--- src/shared/vsw_pkg.sv ---
`default_nettype none
package vsw_pkg;
  // Register offsets (byte addresses within the register space)
  localparam logic [11:0] OFS_WIN7_BASE = 12'hfd0;
  localparam logic [11:0] OFS_WIN7_BOUND = 12'hfd4;
  localparam logic [11:0] OFS_WIN7_OFFSET = 12'hfd8;
  localparam logic [11:0] OFS_CFG_CLEAR = 12'hff4;
  localparam logic [11:0] OFS_CFG_SET = 12'hff8;
  localparam logic [11:0] OFS_CFG_BASE = 12'hffc;

  // Field positions
  localparam int WIN_FIELD_LSB = 16;
  localparam int WIN_FIELD_W = 16;
  localparam int CFG_RESET_BIT = 31;
  localparam int CFG_SYSFAIL_BIT = 30;
  localparam int CFG_FAIL_BIT = 29;
  localparam int CFG_BASE_LSB = 27;
  localparam int CFG_BASE_W = 5;
  localparam int CSR_ADDR_LSB = 19;
  localparam int CSR_ADDR_W = 24;
  localparam int BYTE_LANE_TOP = 3;

  // Reset values and fixed encodings
  localparam logic [15:0] WIN_FIELD_RST = 16'h0000;
  localparam logic [4:0] CFG_BASE_RST = 5'h00;
  localparam logic [31:0] RDATA_RST = 32'h0000_0000;
  localparam logic [15:0] BOUND_OPEN = 16'h0000;
  localparam logic [4:0] CFG_BASE_NONE = 5'h00;
  localparam logic BOARD_FAIL = 1'b0;

  typedef struct packed {
    logic [15:0] win_base;
    logic [15:0] win_bound;
    logic [15:0] win_shift;
    logic [4:0] cfg_base;
    logic local_reset;
    logic bus_fail;
    logic strap_done;
    logic [31:0] rdata;
    logic ack;
    logic claim;
    logic [31:0] pci_addr;
    logic csr_hit;
  } vsw_state_type;
endpackage
`default_nettype wire

--- src/hw/vsw_ctrl.sv ---
`timescale 1ns/10ps
`default_nettype none
// How it works
// - The window base field in the upper sixteen address bits is the lowest address the image decodes.
// - A cycle is claimed only when its address is at or above the base and strictly below the bound.
// - A bound of zero removes the upper limit so everything at or above the base is claimed.
// - The PCI address is the source address plus the translation shift, negative shifts in two's complement.
// - No cycle is claimed unless the bus master enable of the PCI command/status register is set.
// - The board reset bit reads back the local reset state and a 1 written to the clear register releases it.
// - A 1 written to the board reset bit of the set register asserts the local reset toward PCI.
// - The local reset stays asserted until a 1 is written to the clear register's board reset bit or rst_n goes low.
// - The bus fail bit reads the bus fail drive, is set by a 1 to the set register and cleared by a 1 to the clear register.
// - The board fault bit is read-only in both registers and always reads 0, meaning no failure.
// - The CR/CSR base field picks one of 31 windows of 512 Kbytes in configuration space.
// - Base bits 31 to 27 are compared with VMEbus address lines 23 to 19 to decide a CR/CSR hit.
module vsw_ctrl
  import vsw_pkg::*;
(
  input wire logic sys_clk,            // System clock, 125 MHz
  input wire logic rst_n,              // Asynchronous reset, active low
  input wire logic sysfail_strap,      // Power-up value of the bus fail drive
  input wire logic reg_wr,             // Register write strobe
  input wire logic reg_rd,             // Register read strobe
  input wire logic [11:0] reg_addr,    // Register byte address
  input wire logic [3:0] reg_be,       // Byte enables, lane 3 = bits 31:24
  input wire logic [31:0] reg_wdata,   // Register write data
  output logic [31:0] reg_rdata,       // Read data, valid with reg_ack
  output logic reg_ack,                // One-cycle access acknowledge
  input wire logic bus_master_enable,  // Bus master enable from PCI_COMMAND_STATUS_REG
  input wire logic slave_req,          // Incoming VMEbus slave cycle, pulse
  input wire logic [31:0] slave_addr,  // VMEbus address of that cycle
  output logic slave_claim,            // Image claims the cycle, pulse
  output logic [31:0] pci_addr,        // Translated PCI address
  input wire logic csr_req,            // Incoming CR/CSR cycle, pulse
  input wire logic [23:0] csr_addr,    // A24 address of CR/CSR cycle
  output logic csr_hit,                // CR/CSR cycle targets us, pulse
  output logic local_reset_out_n,      // Local reset toward PCI, active low
  output logic bus_fail_drive          // Drives the bus fail line when high
);

  //////////////////////////////////////////////////////////////////////////
  vsw_state_type state;
  vsw_state_type next_state;
  logic wr_top;
  logic [15:0] src_page;
  logic above_base;
  logic below_bound;
  logic [31:0] status_word;
  logic sel_win_base;
  logic sel_win_bound;
  logic sel_win_shift;
  logic sel_cfg_clear;
  logic sel_cfg_set;
  logic sel_cfg_base;
  logic [15:0] win_lane_mask;
  logic [15:0] win_wdata;
  logic [31:0] read_word;

  // Set, clear and base registers only act on the top byte lane
  assign wr_top = reg_wr && reg_be[BYTE_LANE_TOP];
  assign src_page = slave_addr[31:WIN_FIELD_LSB];
  assign above_base = src_page >= state.win_base;
  assign below_bound = (state.win_bound == BOUND_OPEN)
    || (src_page < state.win_bound);

  // Both set and clear registers read back this one word
  always_comb begin
    status_word = RDATA_RST;
    status_word[CFG_RESET_BIT] = state.local_reset;
    status_word[CFG_SYSFAIL_BIT] = state.bus_fail;
    status_word[CFG_FAIL_BIT] = BOARD_FAIL;
  end

  //////////////////////////////////////////////////////////////////////////
  // One decoder serves reads and writes, so the two can never disagree
  // on which register an offset selects
  always_comb begin
    sel_win_base = 1'b0;
    sel_win_bound = 1'b0;
    sel_win_shift = 1'b0;
    sel_cfg_clear = 1'b0;
    sel_cfg_set = 1'b0;
    sel_cfg_base = 1'b0;
    if (reg_addr == OFS_WIN7_BASE) begin
      sel_win_base = 1'b1;
    end else if (reg_addr == OFS_WIN7_BOUND) begin
      sel_win_bound = 1'b1;
    end else if (reg_addr == OFS_WIN7_OFFSET) begin
      sel_win_shift = 1'b1;
    end else if (reg_addr == OFS_CFG_CLEAR) begin
      sel_cfg_clear = 1'b1;
    end else if (reg_addr == OFS_CFG_SET) begin
      sel_cfg_set = 1'b1;
    end else if (reg_addr == OFS_CFG_BASE) begin
      sel_cfg_base = 1'b1;
    end
  end

  // Window fields sit in the upper half word; each of its byte lanes is
  // written on its own so that byte-wide masters can load them too
  for (genvar lane = 0; lane < 2; lane++) begin : g_win_lane
    assign win_lane_mask[8*lane +: 8] = {8{reg_be[WIN_FIELD_LSB/8 + lane]}};
  end
  assign win_wdata = reg_wdata[31:WIN_FIELD_LSB];

  // Read mux; reserved bits and unmapped offsets return zero
  always_comb begin
    read_word = RDATA_RST;
    if (sel_win_base) begin
      read_word = {state.win_base, 16'h0000};
    end else if (sel_win_bound) begin
      read_word = {state.win_bound, 16'h0000};
    end else if (sel_win_shift) begin
      read_word = {state.win_shift, 16'h0000};
    end else if (sel_cfg_clear || sel_cfg_set) begin
      read_word = status_word;
    end else if (sel_cfg_base) begin
      read_word = {state.cfg_base, 27'h000_0000};
    end
  end

  //////////////////////////////////////////////////////////////////////////
  always_comb begin
    next_state = state;
    next_state.ack = reg_wr || reg_rd;
    next_state.claim = 1'b0;
    next_state.csr_hit = 1'b0;

    // Strap is caught on the first clock after reset release, never
    // through the asynchronous reset itself
    if (!state.strap_done) begin
      next_state.strap_done = 1'b1;
      next_state.bus_fail = sysfail_strap;
    end

    // Writes: only the enabled lanes of a window field change
    if (reg_wr) begin
      if (sel_win_base) begin
        next_state.win_base = (state.win_base & ~win_lane_mask)
          | (win_wdata & win_lane_mask);
      end else if (sel_win_bound) begin
        next_state.win_bound = (state.win_bound & ~win_lane_mask)
          | (win_wdata & win_lane_mask);
      end else if (sel_win_shift) begin
        next_state.win_shift = (state.win_shift & ~win_lane_mask)
          | (win_wdata & win_lane_mask);
      end else if (sel_cfg_clear) begin
        if (wr_top && reg_wdata[CFG_RESET_BIT]) begin
          next_state.local_reset = 1'b0;
        end
        if (wr_top && reg_wdata[CFG_SYSFAIL_BIT]) begin
          next_state.bus_fail = 1'b0;
        end
      end else if (sel_cfg_set) begin
        if (wr_top && reg_wdata[CFG_RESET_BIT]) begin
          next_state.local_reset = 1'b1;
        end
        if (wr_top && reg_wdata[CFG_SYSFAIL_BIT]) begin
          next_state.bus_fail = 1'b1;
        end
      end else if (sel_cfg_base) begin
        // Only the top byte lane holds the field, so a byte write is
        // enough and other lanes are ignored
        if (wr_top) begin
          next_state.cfg_base = reg_wdata[31:CFG_BASE_LSB];
        end
      end
    end

    // Read data is registered and holds until the next read, so a slow
    // master may pick it up after the acknowledge has gone
    if (reg_rd) begin
      next_state.rdata = read_word;
    end

    // Slave image decode and translation; the 32-bit sum wraps on
    // purpose so that a two's complement shift moves the window down
    if (slave_req && bus_master_enable && above_base && below_bound) begin
      next_state.claim = 1'b1;
      next_state.pci_addr = slave_addr
        + {state.win_shift, 16'h0000};
    end

    // A base of zero selects no window, leaving 31 usable slots
    if (csr_req && state.cfg_base != CFG_BASE_NONE
        && csr_addr[CSR_ADDR_W-1:CSR_ADDR_LSB] == state.cfg_base) begin
      next_state.csr_hit = 1'b1;
    end
  end

  //////////////////////////////////////////////////////////////////////////
  always_ff @(posedge sys_clk or negedge rst_n) begin
    if (!rst_n) begin
      state.win_base <= WIN_FIELD_RST;
      state.win_bound <= WIN_FIELD_RST;
      state.win_shift <= WIN_FIELD_RST;
      state.cfg_base <= CFG_BASE_RST;
      state.local_reset <= 1'b0;
      state.bus_fail <= 1'b0;
      state.strap_done <= 1'b0;
      state.rdata <= RDATA_RST;
      state.ack <= 1'b0;
      state.claim <= 1'b0;
      state.pci_addr <= RDATA_RST;
      state.csr_hit <= 1'b0;
    end else begin
      state <= next_state;
    end
  end

  assign reg_rdata = state.rdata;
  assign reg_ack = state.ack;
  assign slave_claim = state.claim;
  assign pci_addr = state.pci_addr;
  assign csr_hit = state.csr_hit;
  assign local_reset_out_n = !state.local_reset;
  assign bus_fail_drive = state.bus_fail;

endmodule
`default_nettype wire

--- config.mk ---
export PLATFORM = sky130hd
export DESIGN_NAME = vsw_ctrl
export DESIGN_NICKNAME = d
export VERILOG_FILES = /design/src/shared/vsw_pkg.sv /design/src/hw/vsw_ctrl.sv
export SDC_FILE = /design/constraint.sdc
export NUM_CORES = 1
export LEC_CHECK = 0
export BUFFER_PORTS_ARGS = -buffer_cell sky130_fd_sc_hd__buf_2
export CORE_ASPECT_RATIO = 1.2
export CORE_UTILIZATION = 53
export DETAILED_ROUTE_END_ITERATION = 12
export GPL_ROUTABILITY_DRIVEN = 0
export GPL_TIMING_DRIVEN = 0
export PLACE_DENSITY = 0.89
export SYNTH_ARGS = -nofsm -noshare
export SYNTH_HDL_FRONTEND = slang
export SYNTH_SLANG_ARGS = --single-unit
--- constraint.sdc ---
create_clock -name sys_clk -period 3 [get_ports sys_clk]
set_input_delay 0.15 -clock sys_clk [delete_from_list [all_inputs] [get_ports sys_clk]]
set_output_delay 0.15 -clock sys_clk [all_outputs]
set_load 0.005 [all_outputs]
Word level (Yosys, flattened, before mapping)
Cells that the tools add are included.

Register bits after elaboration: 123. Latch bits: 0. RAM bits: 0. Memory bits (read-only): 0. Input bits: 112. Memories: 0.

Add/subtract/negate cells: 1. Multipliers: 0. Div/mod/pow operators: 0. $lt $le $gt $ge: 2. Eq/ne operators: 7. Shift-type cells: 0. Muxes and demuxes: 39. Bitwise operators: 13. Reductions and logical operators: 20.

Operators by type and width (number): $mux W32 (5); $eq A12 B12 Y1 const B (6); $and A16 B16 Y16 (4); $or A16 B16 Y16 (3); $mux W33 (1); $add A32 B32 Y32 (1); $mux W1 (30); $ge A16 B16 Y1 (1); $logic_not A16 Y1 (1); $lt A16 B16 Y1 (1); $not A16 Y16 (1); $logic_and A1 B1 Y1 (8); $reduce_and A8 Y1 (1); $mux W2 (3); $reduce_and A6 Y1 (1); $eq A5 B5 Y1 (1); $not A1 Y1 (5); $reduce_bool A5 Y1 (1); $reduce_and A4 Y1 (1); $logic_or A1 B1 Y1 (3); $reduce_and A3 Y1 (1); $reduce_and A2 Y1 (1); $reduce_bool A2 Y1 (1); $logic_not A1 Y1 (1).

Logic depth before layout (Yosys ltp)
Gate-level depths: netlist (run 1).

Depth in word-level cells: 12. Gate-level depth with buffers: 11.

Worst setup path after synthesis (run 1)
No wires, ideal clock.

Path kind: reg-to-reg. Start: reg (tool-made name). End: reg pci_addr[30] (netlist name). Library setup time: 125 ps. Arrival time: 2270 ps. Data required time: 2875 ps. Slack: 605 ps. Stages on the path, launching flop included: 12. Cells stage by stage: dfrtp_1 > ha_1 > inv_1 > fa_1 > nor2b_1 > o31a_1 > o21ai_1 > a21oi_1 > a311oi_1 > o31ai_1 > xor2_1 > mux2_4.

==> results.md, run 1 <==
- DR iter-0 viols: between 600 and 700
- Hold_sp: slave_addr[13]
- Type of the worst setup path: register to register
- Met3 Use GR: between 3 and 4%
- Net switching power of the design: about 700 µW
- Synth cell types: 54
- Final net count: between 900 and 1000
- Synth top area share: approximately two fifths
- Setup TNS: 0 ns
- CP max stage cell: fa_1
- Final period util: ~91%
- CP Cell Sequence: ha_1 > inv_1 > fa_1 > nor2b_1 > o31a_1 > o21ai_1 > a21oi_1 > a311oi_1 > o31ai_1 > xor2_1 > mux2_4
- Max cap viols: 0
- Switching Fraction: 23.7%
- I/O pins: roughly 180
- Final cell count without fillers: around 970
- Worst skew pair latency: approximately 0.35 ns
- Vias in the first global route: 5184
- Met2 Use GR: a little over two fifths
- CP endpoint kind: register
- Ys Warns: 0
- Setup bufs post-CTS: 0
- CP delay by family, top: compound AO/OA/AOI/OAI gates
- CTS Buf Count: 9
- Pin slew with the least headroom to its limit: 0.776 ns
- CP arrival: 2.95 ns
- Clock Tree Buf Depth: 2
- Cell taking the most area after synthesis: dfrtp_1
- Via count: ~5400
- Grt total ovfl: 0
- Width of the die: 103 µm
- Register bit total from synthesis: 107
- Post-synth EDFFs: 0
- # DRC: 0
- Crit path time final: 2.72 ns
- Syn-to-layout area delta: 18.7%
- Synthesized cell area: between 6000 and 7000 µm²
- Cell Int Power: around 2200 µW
- Worst-case reg-to-reg path depth: 11
- Initial Util: about 54%
- Seq/Total Area, Yosys: between 40% and 50%
- Remaining antenna violation count: 0
- Outcome: finished clean
- Post-CTS resize count: 0
- Seq pwr share: between 40% and 50%
- Layout cell share with drive strength beyond 1: ~34%
- RR Endpoint: pci_addr[30]$_DFFE_PN0P_
- Asr flop ratio synth: 100%
- LEAKAGE: 0.00416 µW
- CTS tree: done
- Top cells by area, synth: dfrtp_1, ha_1, buf_4
- Filler cell count: approximately 960
- Final Total Pwr: 2940 µW
- Top post-synthesis cells by count: dfrtp_1, o21ai_0, nand2_1
- Largest net degree at the start of global routing: 60
- Clock group share of total power: between 30% and 40%
- Hold-fix buffer count after cts: 1
- Vias/cell: ~5.6
- P per Cell Area: ~380 nW/µm²
- Dpl ws: 0.313 ns
- Maximum vdd drop: between 0.2 and 0.3 mV
- Global-route wire length before repair: 24.6 mm
- Hold path endpoint: pci_addr[13]$_DFFE_PN0P_
- PortBufs: ~130
- Placed Cells: ~950
- Final setup violating endpoints: 0
- Fin area: between 7000 and 8000 µm²
- Root buffer cell: clkbuf_16
- Core Region: 12100 µm²
- Fin. max-slew vios: 0
- First-pass DRT Iterations: 6
- Post-DP Area: approximately 7500 µm²
- Main synth FF type: dfrtp_1
- Avg Synthesized Cell Area: 10.1 µm²
- Type of the tightest min-delay check: primary input to register
- Peak Freq: 368 MHz
- Placed wire-length estimate: approximately 12 mm
- Comb power frac: a little over a tenth
- Count leader, synth: dfrtp_1
- Clk_skew: roughly 0.0095 ns
- RSZ-0062 raised after global routing: false
- Worst Setup Start Kind: register
- CTS Sinks: between 100 and 150
- WL/cell: between 15 and 20 µm
- Crit path buf inv count: 1
- CP required: roughly 3.2 ns
- Row cnt: 44
- Worst-path clk slew: ~0.070 ns
- Gr usage total: 25.5%
- Post-Synthesis Cells: about 650
- CTS H-tree lvls: 3
- Hold path depth: 2
- Hold Vio Cnt, Final: 0
- Slowest stage delay, CP: about 0.39 ns
- Die Height: approximately 120 µm
- Worst setup margin: 0.280 ns
- Top Usage Layer GRT: met2
- Met1 usage: 30.8%
- Routed wire length: around 16 mm
- Slew Limit Headroom: between 40% and 50%
- Die area: approximately 13000 µm²
- R2r setup slk: about 0.28 ns
- Antenna violations before repair: 1
- Worst-path fanout max: 4
[metal layers]
metal  up-vias  part of all wire (%)
met2       305                    49
met5         -                     0
li1       2484                     -
met4         0                   4.0
met1      2546                    39
met3        60                   8.1
[per-stage QoR]
step / util (%) / hold slack, ns
after floorplan: - / -0.146
after global placement: 61.7 / 0.382
after detailed placement: 62.0 / 0.207
after CTS: 64.5 / 0.0222
after global routing: 64.5 / 0.0203
final: 64.5 / 0.0281
[power by group through the flow]
stage / sequential [µW] / clock [µW] / combinational (µW)
after floorplan: 1490 / 0 / 155
after global placement: 1500 / 0 / 290
after detailed placement: 1500 / 0 / 304
after CTS: 1470 / 1180 / 308
after global routing: 1470 / 1230 / 344
final: 1470 / 1170 / 308
[final cells by class]
| cell class | count | area [µm²] | area share (%) |
|---|---|---|---|
| antenna | 1 | 2.50 | 0.0322 |
| buffer | 82 | 573 | 7.37 |
| clock buffer | 10 | 229 | 2.94 |
| clock inverter | 6 | 66.3 | 0.853 |
| inverter | 54 | 203 | 2.61 |
| multi-input combinational | 420 | 3150 | 40.6 |
| sequential | 107 | 2680 | 34.4 |
| tap | 161 | 201 | 2.59 |
| timing repair buffer | 128 | 671 | 8.62 |
[cell families after synthesis]
logic type      Yosys count  synth area share [%]
buf+inv                 136                  11.8
simple gates            134                  9.74
compound gates          132                  12.3
flops                   107                  40.9
mux                      72                  13.6
fa+ha+maj                47                  9.09
xor+xnor                 18                  2.41
other cells               2                 0.115
[cell usage in the layout, fill, tap and decap left out, types with 5 or more instances in the layout]
master	Yosys	layout
a21o_1	7	7
a21oi_1	16	16
a31oi_1	8	8
buf_2	2	127
buf_4	64	65
clkbuf_1	11	12
clkbuf_16	0	9
conb_1	2	17
dfrtp_1	107	107
ha_1	46	46
inv_1	54	54
mux2_2	28	28
mux2_4	27	27
mux2i_1	17	17
nand2_1	65	65
nand3_1	15	15
nand4_1	5	5
nor2_1	16	16
nor2b_1	5	5
nor3_1	5	5
nor4_1	6	6
o21ai_0	71	71
xnor2_1	11	11
xor2_1	7	7
[worst max path at each step]
stage,to,startpoint,cells after the start,slack [ns]
6_report,pci_addr[30]$_DFFE_PN0P_,register,11,0.28
5_1_grt,pci_addr[30]$_DFFE_PN0P_,register,11,0.004
4_1_cts,pci_addr[30]$_DFFE_PN0P_,register,11,0.30
3_5_place_dp,pci_addr[30]$_DFFE_PN0P_,register,11,0.31
3_3_place_gp,pci_addr[30]$_DFFE_PN0P_,register,11,0.37
2_1_floorplan,pci_addr[30]$_DFFE_PN0P_,register,11,0.60
No activity file was read; power rests on OpenSTA's default activity.
==> run 2, diff against run 1 <==
--- a/config.mk
+++ b/config.mk
@@ -5,13 +5,14 @@
 export SDC_FILE = /design/constraint.sdc
 export NUM_CORES = 1
 export LEC_CHECK = 0
+export ABC_AREA = 1
 export BUFFER_PORTS_ARGS = -buffer_cell sky130_fd_sc_hd__buf_2
-export CORE_ASPECT_RATIO = 1.2
-export CORE_UTILIZATION = 53
+export CORE_ASPECT_RATIO = 0.7
+export CORE_UTILIZATION = 30
 export DETAILED_ROUTE_END_ITERATION = 12
 export GPL_ROUTABILITY_DRIVEN = 0
 export GPL_TIMING_DRIVEN = 0
-export PLACE_DENSITY = 0.89
+export PLACE_DENSITY = 0.58
 export SYNTH_ARGS = -nofsm -noshare
 export SYNTH_HDL_FRONTEND = slang
 export SYNTH_SLANG_ARGS = --single-unit
==> run 2 against run 1 <==
Net effect:
- first-iteration DRC count down 51%
- maximum frequency up 17%
- final cell count up 34%
- sequential power up 8%
- area after synthesis up 3.6%
- setup slack better by 0.40 ns
- largest cell class unchanged
- synthesized cell count up 32%
- clock power up 8%
- highest routed layer unchanged
==> results.md, run 2 <==
- Outcome: finished clean
- LEAKAGE: between 0.004 and 0.005 µW
- CTS H-tree lvls: 3
- Core Region: 22000 µm²
- Met2 Use GR: between 20% and 30%
- Type of the tightest min-delay check: primary input to register
- PortBufs: around 130
- Remaining antenna violation count: 0
- Maximum vdd drop: roughly 0.26 mV
- Commonest non-fill, non-tap cells in the layout: nand2_1, buf_2, dfrtp_1
- Post-synth EDFFs: 0
- P per Cell Area: approximately 420 nW/µm²
- Setup bufs post-CTS: 0
- CP endpoint kind: register
- Vias in the first global route: 5505
- CTS Sinks: between 100 and 150
- Synthesized cell area: between 6000 and 7000 µm²
- Max cap viols: 0
- Crit path time final: ~2.3 ns
- Crit path top cell by count: nand2_1
- Slowest stage delay, CP: 0.48 ns
- Vias/cell: 4.56
- Row cnt: 45
- Layout cell share with drive strength beyond 1: between 20% and 30%
- Placed Cells: around 1300
- Pin slew with the least headroom to its limit: ~0.62 ns
- CTS tree: done
- Synth cell types: 40
- Via count: about 6000
- Diode count: 0
- Peak Freq: 430 MHz
- Die area: around 23000 µm²
- Top post-synthesis cells by count: nand2_1, dfrtp_1, inv_1
- Met1 usage: between 20% and 30%
- Clock Tree Buf Depth: 2
- Type of the worst setup path: register to register
- Hold Vio Cnt, Final: 0
- Most common cell after layout, fill and taps aside: nand2_1
- Worst skew pair latency: approximately 0.36 ns
- CP max stage cell: o21ai_0
- Main synth FF type: dfrtp_1
- Ys Warns: 0
- Root buffer cell: clkbuf_16
- Setup TNS: 0 ns
- Count leader, synth: nand2_1
- Largest net degree at the start of global routing: 82
- Register bit total from synthesis: roughly 110
- Final Total Pwr: between 3000 and 4000 µW
- Initial Util: 30.9%
- Final cell count without fillers: 1300
- Post-CTS resize count: 0
- # DRC: 0
- Synth top area share: around two fifths
- Clk_skew: about 0.012 ns
- Final setup violating endpoints: 0
- WL/cell: approximately 14 µm
- Grt total ovfl: 0
- Met3 Use GR: under 10%
- Width of the die: around 180 µm
- Antenna violations before repair: 0
- Worst-path fanout max: 4
- CTS Buf Count: 9
- Final net count: between 1000 and 1500
- Slew Limit Headroom: 58.5%
- Top cells by area, synth: dfrtp_1, nand2_1, ha_1
- Global-route wire length before repair: between 20 and 30 mm
- Placed wire-length estimate: between 10 and 15 mm
- Hold-fix buffer count after cts: 2
- First-pass DRT Iterations: 7
- Final period util: between 70% and 80%
- CP arrival: between 2 and 3 ns
- Worst Setup Start Kind: register
- Avg Synthesized Cell Area: 7.92 µm²
- Fin. max-slew vios: 0
- CP required: between 3 and 4 ns
- Top Usage Layer GRT: met1
- Gr usage total: between 10% and 20%
- RSZ-0062 raised after global routing: false
- Syn-to-layout area delta: 20.7%
- Die Height: between 100 and 150 µm
- Seq/Total Area, Yosys: roughly two fifths
- Asr flop ratio synth: 100%
- I/O pins: 181
- DR iter-0 viols: about 300
- CP Cell Sequence: ha_1 > inv_1 > fa_1 > o21ai_0 > nand2_1 > nand2_1 > nand2_1 > nand2_1 > nand2_1 > nand2_1 > nand3_1 > nand2_1
- Post-Synthesis Cells: about 860
- Cell taking the most area after synthesis: dfrtp_1
- Routed wire length: approximately 19 mm
- Worst-path clk slew: about 0.080 ns
## run 2: cell families after synthesis
family	count (synthesis)	synth area share [%]
muxes	1	0.147
and+or+nand+nor	385	24.4
DFF	107	39.4
AOI/OAI and AO/OA	125	11.1
other	2	0.111
adders and majority gates	47	8.77
xor gates and xnor gates	13	1.68
buffers and inverters	177	14.3
## run 2: per-stage QoR
stage          hold WS (ns)  setup WS, ns  utilization, %  instance area (µm²)
6_report             0.0123         0.676            37.3                 8190
3_3_place_gp          0.376         0.387            35.7                 7830
5_1_grt              0.0280         0.467            37.3                 8190
3_5_place_dp         0.0417         0.683            35.8                 7870
4_1_cts             0.00434         0.648            37.3                 8190
2_1_floorplan        -0.146          1.15               -                 6850
## run 2: power breakdown
group | total [µW] | leakage [µW] | switching, µW | internal, µW
clock network | 1260 | 0.000153 | 594 | 664
logic | 613 | 0.00291 | 294 | 319
registers | 1590 | 0.00143 | 54.8 | 1540
total | 3470 | 0.00450 | 943 | 2520
## run 2: worst paths after layout
kind	start	endpoint	slack, ns	cells after the start
hold reg to reg	pci_addr[26]$_DFFE_PN0P_	pci_addr[26]$_DFFE_PN0P_	0.47	2
min in group asynchronous	rst_n	async pin	0.21	2
max in group asynchronous	rst_n	state[71]$_DFFE_PN0P_	2.07	3
setup reg to reg	register	pci_addr[24]$_DFFE_PN0P_	0.68	12
setup / recovery	register	pci_addr[24]$_DFFE_PN0P_	0.68	12
hold / removal	csr_req	csr_hit$_DFF_PN0_	0.01	3
## run 2: critical path, delay by kind of cell (launching register included)
family / cells / cell delay [ns]
compound gates: 1 / 0.48
fa+ha+maj: 2 / 0.61
buf+inv: 1 / 0.06
flops: 1 / 0.44
simple gates: 8 / 0.69
## run 2: area by class of cell
cell class	instances	area [µm²]
fillers	2326	13800
multi-input cells	588	3190
flip-flops and latches	107	2680
repair buffers	130	689
plain buffers	86	631
well taps	282	353
inverters	91	343
clock buffers	9	225
clock inverters	7	81.3
## run 2: metal layers
layer | vias up | wire [µm]
met5 | - | 0
met1 | 2775 | 9950
met3 | 14 | 757
met4 | 0 | 193
li1 | 3021 | -
met2 | 123 | 7600
==> run 3, diff against run 2 <==
--- a/config.mk
+++ b/config.mk
@@ -5,14 +5,14 @@
 export SDC_FILE = /design/constraint.sdc
 export NUM_CORES = 1
 export LEC_CHECK = 0
-export ABC_AREA = 1
+export ABC_AREA = 0
 export BUFFER_PORTS_ARGS = -buffer_cell sky130_fd_sc_hd__buf_2
 export CORE_ASPECT_RATIO = 0.7
 export CORE_UTILIZATION = 30
 export DETAILED_ROUTE_END_ITERATION = 12
 export GPL_ROUTABILITY_DRIVEN = 0
 export GPL_TIMING_DRIVEN = 0
-export PLACE_DENSITY = 0.58
+export PLACE_DENSITY = 0.61
 export SYNTH_ARGS = -nofsm -noshare
 export SYNTH_HDL_FRONTEND = slang
 export SYNTH_SLANG_ARGS = --single-unit
==> constraint.sdc (replaced) <==
create_clock -name sys_clk -period 2.1 [get_ports sys_clk]
set_input_delay 0.105 -clock sys_clk [delete_from_list [all_inputs] [get_ports sys_clk]]
set_output_delay 0.105 -clock sys_clk [all_outputs]
set_load 0.005 [all_outputs]
==> run 3 against run 2 <==
Net effect:
- the run now ends with setup timing left
- clock skew shrank 0.0050 ns
- die area shrank 3.5%
- design area grew 4.2%
- register-to-register slack lost 1.1 ns
- first-iteration DRC count grew 5.6%
- count of clock-buffer cells in the layout grew 1
==> results.md, run 3 (synthesis results as in run 1) <==
- Outcome: finished with violations
- Failing checks: setup timing
- Grt total ovfl: 0
- Die Height: 126 µm
- Multi-input gate area: 3340 µm²
- CP arrival: around 2.8 ns
- Maximum vdd drop: 0.390 mV
- Root buffer cell: clkbuf_16
- Worst skew pair latency: 0.35 ns
- Layout cell share with drive strength beyond 1: 38.2%
- Crit path time final: about 2.5 ns
- Antenna violations before repair: 0
- CTS H-tree lvls: 3
- # DRC: 0
- First-pass DRT Iterations: 6
- RSZ-0062 raised after global routing: true
- Initial Util: between 30% and 40%
- Global-route wire length before repair: 27.7 mm
- LEAKAGE: between 0.004 and 0.005 µW
- Hold Vio Cnt, Final: 0
- I/O pins: approximately 180
- Gr usage total: approximately 16%
- Diode count: 0
- Final cell count without fillers: around 1100
- Placed wire-length estimate: about 13 mm
- Slew Limit Headroom: between 40% and 50%
- Largest net degree at the start of global routing: 66
- Die area: roughly 22000 µm²
- Fin. max-slew vios: 0
- Routed wire length: 17.6 mm
- CP endpoint kind: register
- Peak Freq: roughly 400 MHz
- Via count: around 5100
- CP required: about 2.3 ns
- Core Region: ~21000 µm²
- Final setup violating endpoints: 33
- CTS tree: done
- Fin util: between 40% and 50%
- Vias/cell: around 4.6
- PortBufs: 126
- Most common cell after layout, fill and taps aside: buf_2
- Filler cell count: about 2100
- Worst-path clk slew: ~0.080 ns
- Worst setup margin: -0.446 ns
- P per Cell Area: around 520 nW/µm²
- Clock Tree Buf Depth: 2
- Commonest non-fill, non-tap cells in the layout: buf_2, dfrtp_1, buf_4
- Syn-to-layout area delta: 30.4%
- Vias in the first global route: between 5000 and 6000
- Type of the worst setup path: register to register
- Max cap viols: 0
- Final period util: 121%
- Row cnt: 44
- Clk_skew: just over 0.007 ns
- Worst Setup Start Kind: register
- DR iter-0 viols: around 320
- Worst-path fanout max: 3
- Type of the tightest min-delay check: primary input to register
- Reg area: about 2700 µm²
- CTS Buf Count: 9
- Width of the die: roughly 180 µm
- Remaining antenna violation count: 0
- Final net count: 1000
- CTS Sinks: around 110
- WL/cell: around 16 µm
- Placed Cells: around 1100
- Pin slew with the least headroom to its limit: a little over 0.8 ns
## run 3: cell count changes in the layout (fill, tap and decap cells not counted), moves of 16 or more
cell and delta:
a21oi_1 -17, dlygate4sd3_1 +21, o21ai_0 +40, mux2_2 +25
nand3_1 -48, mux2_4 +30, nand2_1 -191, inv_1 -36
o21ai_1 -22, mux2i_1 +16
## run 3: power by group
part	leakage (µW)	internal [µW]	total [µW]	switching, µW
clock network	0.000154	985	1840	854
logic	0.00293	237	494	258
registers	0.00130	2080	2100	15.6
total	0.00438	3300	4430	1130
## run 3: final cells by class
class                           instances  share of cell area (%)
Multi-Input combinational cell        420                    39.1
Sequential cell                       107                    31.4
Clock buffer                           10                    2.80
Clock inverter                          6                   0.967
Tap cell                              276                    4.04
Buffer                                 81                    6.72
Inverter                               54                    2.37
Timing Repair Buffer                  168                    12.7
## run 3: what timing repair did
action	in CTS	in global routing
gates resized for setup	21	24
pin swaps	3	10
hold endpoints to repair	66	0
buffers inserted	11	6
cloned	0	1
hold buffers	23	0
endpoints found under the setup margin	33	33
## run 3: per-layer routing
metal / share of wire [%] / track usage (%) / wire [µm]
met1: 50 / 24.1 / 8890
met2: 42 / 23.4 / 7450
met3: 6.8 / 3.80 / 1210
met4: 0.47 / 2.39 / 82
met5: 0 / 0 / 0
## run 3: final timing paths
| check | startpoint | depth (start not counted) | endpoint | slack [ns] |
|---|---|---|---|---|
| setup reg to reg | register | 12 | pci_addr[28]$_DFFE_PN0P_ | -0.45 |
| max in group asynchronous | rst_n | 3 | pci_addr[5]$_DFFE_PN0P_ | 1.06 |
| min in group asynchronous | rst_n | 2 | reg_rdata[19]$_DFFE_PN0P_ | 0.29 |
| hold / removal | reg_wdata[28] | 3 | register | 0.007 |
| setup / recovery | register | 12 | pci_addr[28]$_DFFE_PN0P_ | -0.45 |
| hold reg to reg | reg_rdata[31]$_DFFE_PN0P_ | 1 | reg_rdata[31]$_DFFE_PN0P_ | 0.51 |
## run 3: per-stage QoR
stage	instance area [µm²]	total power, µW	hold slack, ns	setup TNS, ns	setup slack [ns]
final	8540	4430	0.00683	-11.29	-0.446
after CTS	8360	4460	0.000771	-11.51	-0.400
after global placement	7600	2570	0.333	-55.39	-0.477
after floorplan	6630	2360	-0.191	-3.46	-0.194
after detailed placement	7630	2580	0.143	-14.21	-0.503
after global routing	8540	4630	0.00195	-14.48	-0.566
## run 3: worst max-delay path, cell delays in order, from the launching register on
cell      delay (ns)
dfrtp_1         0.43
ha_2            0.22
inv_2           0.05
fa_2            0.21
nor2b_2         0.05
o31a_1          0.30
o21ai_2         0.16
a21oi_2         0.10
buf_4           0.15
a311oi_2        0.24
o21bai_1        0.10
xor2_1          0.16
mux2_4          0.26
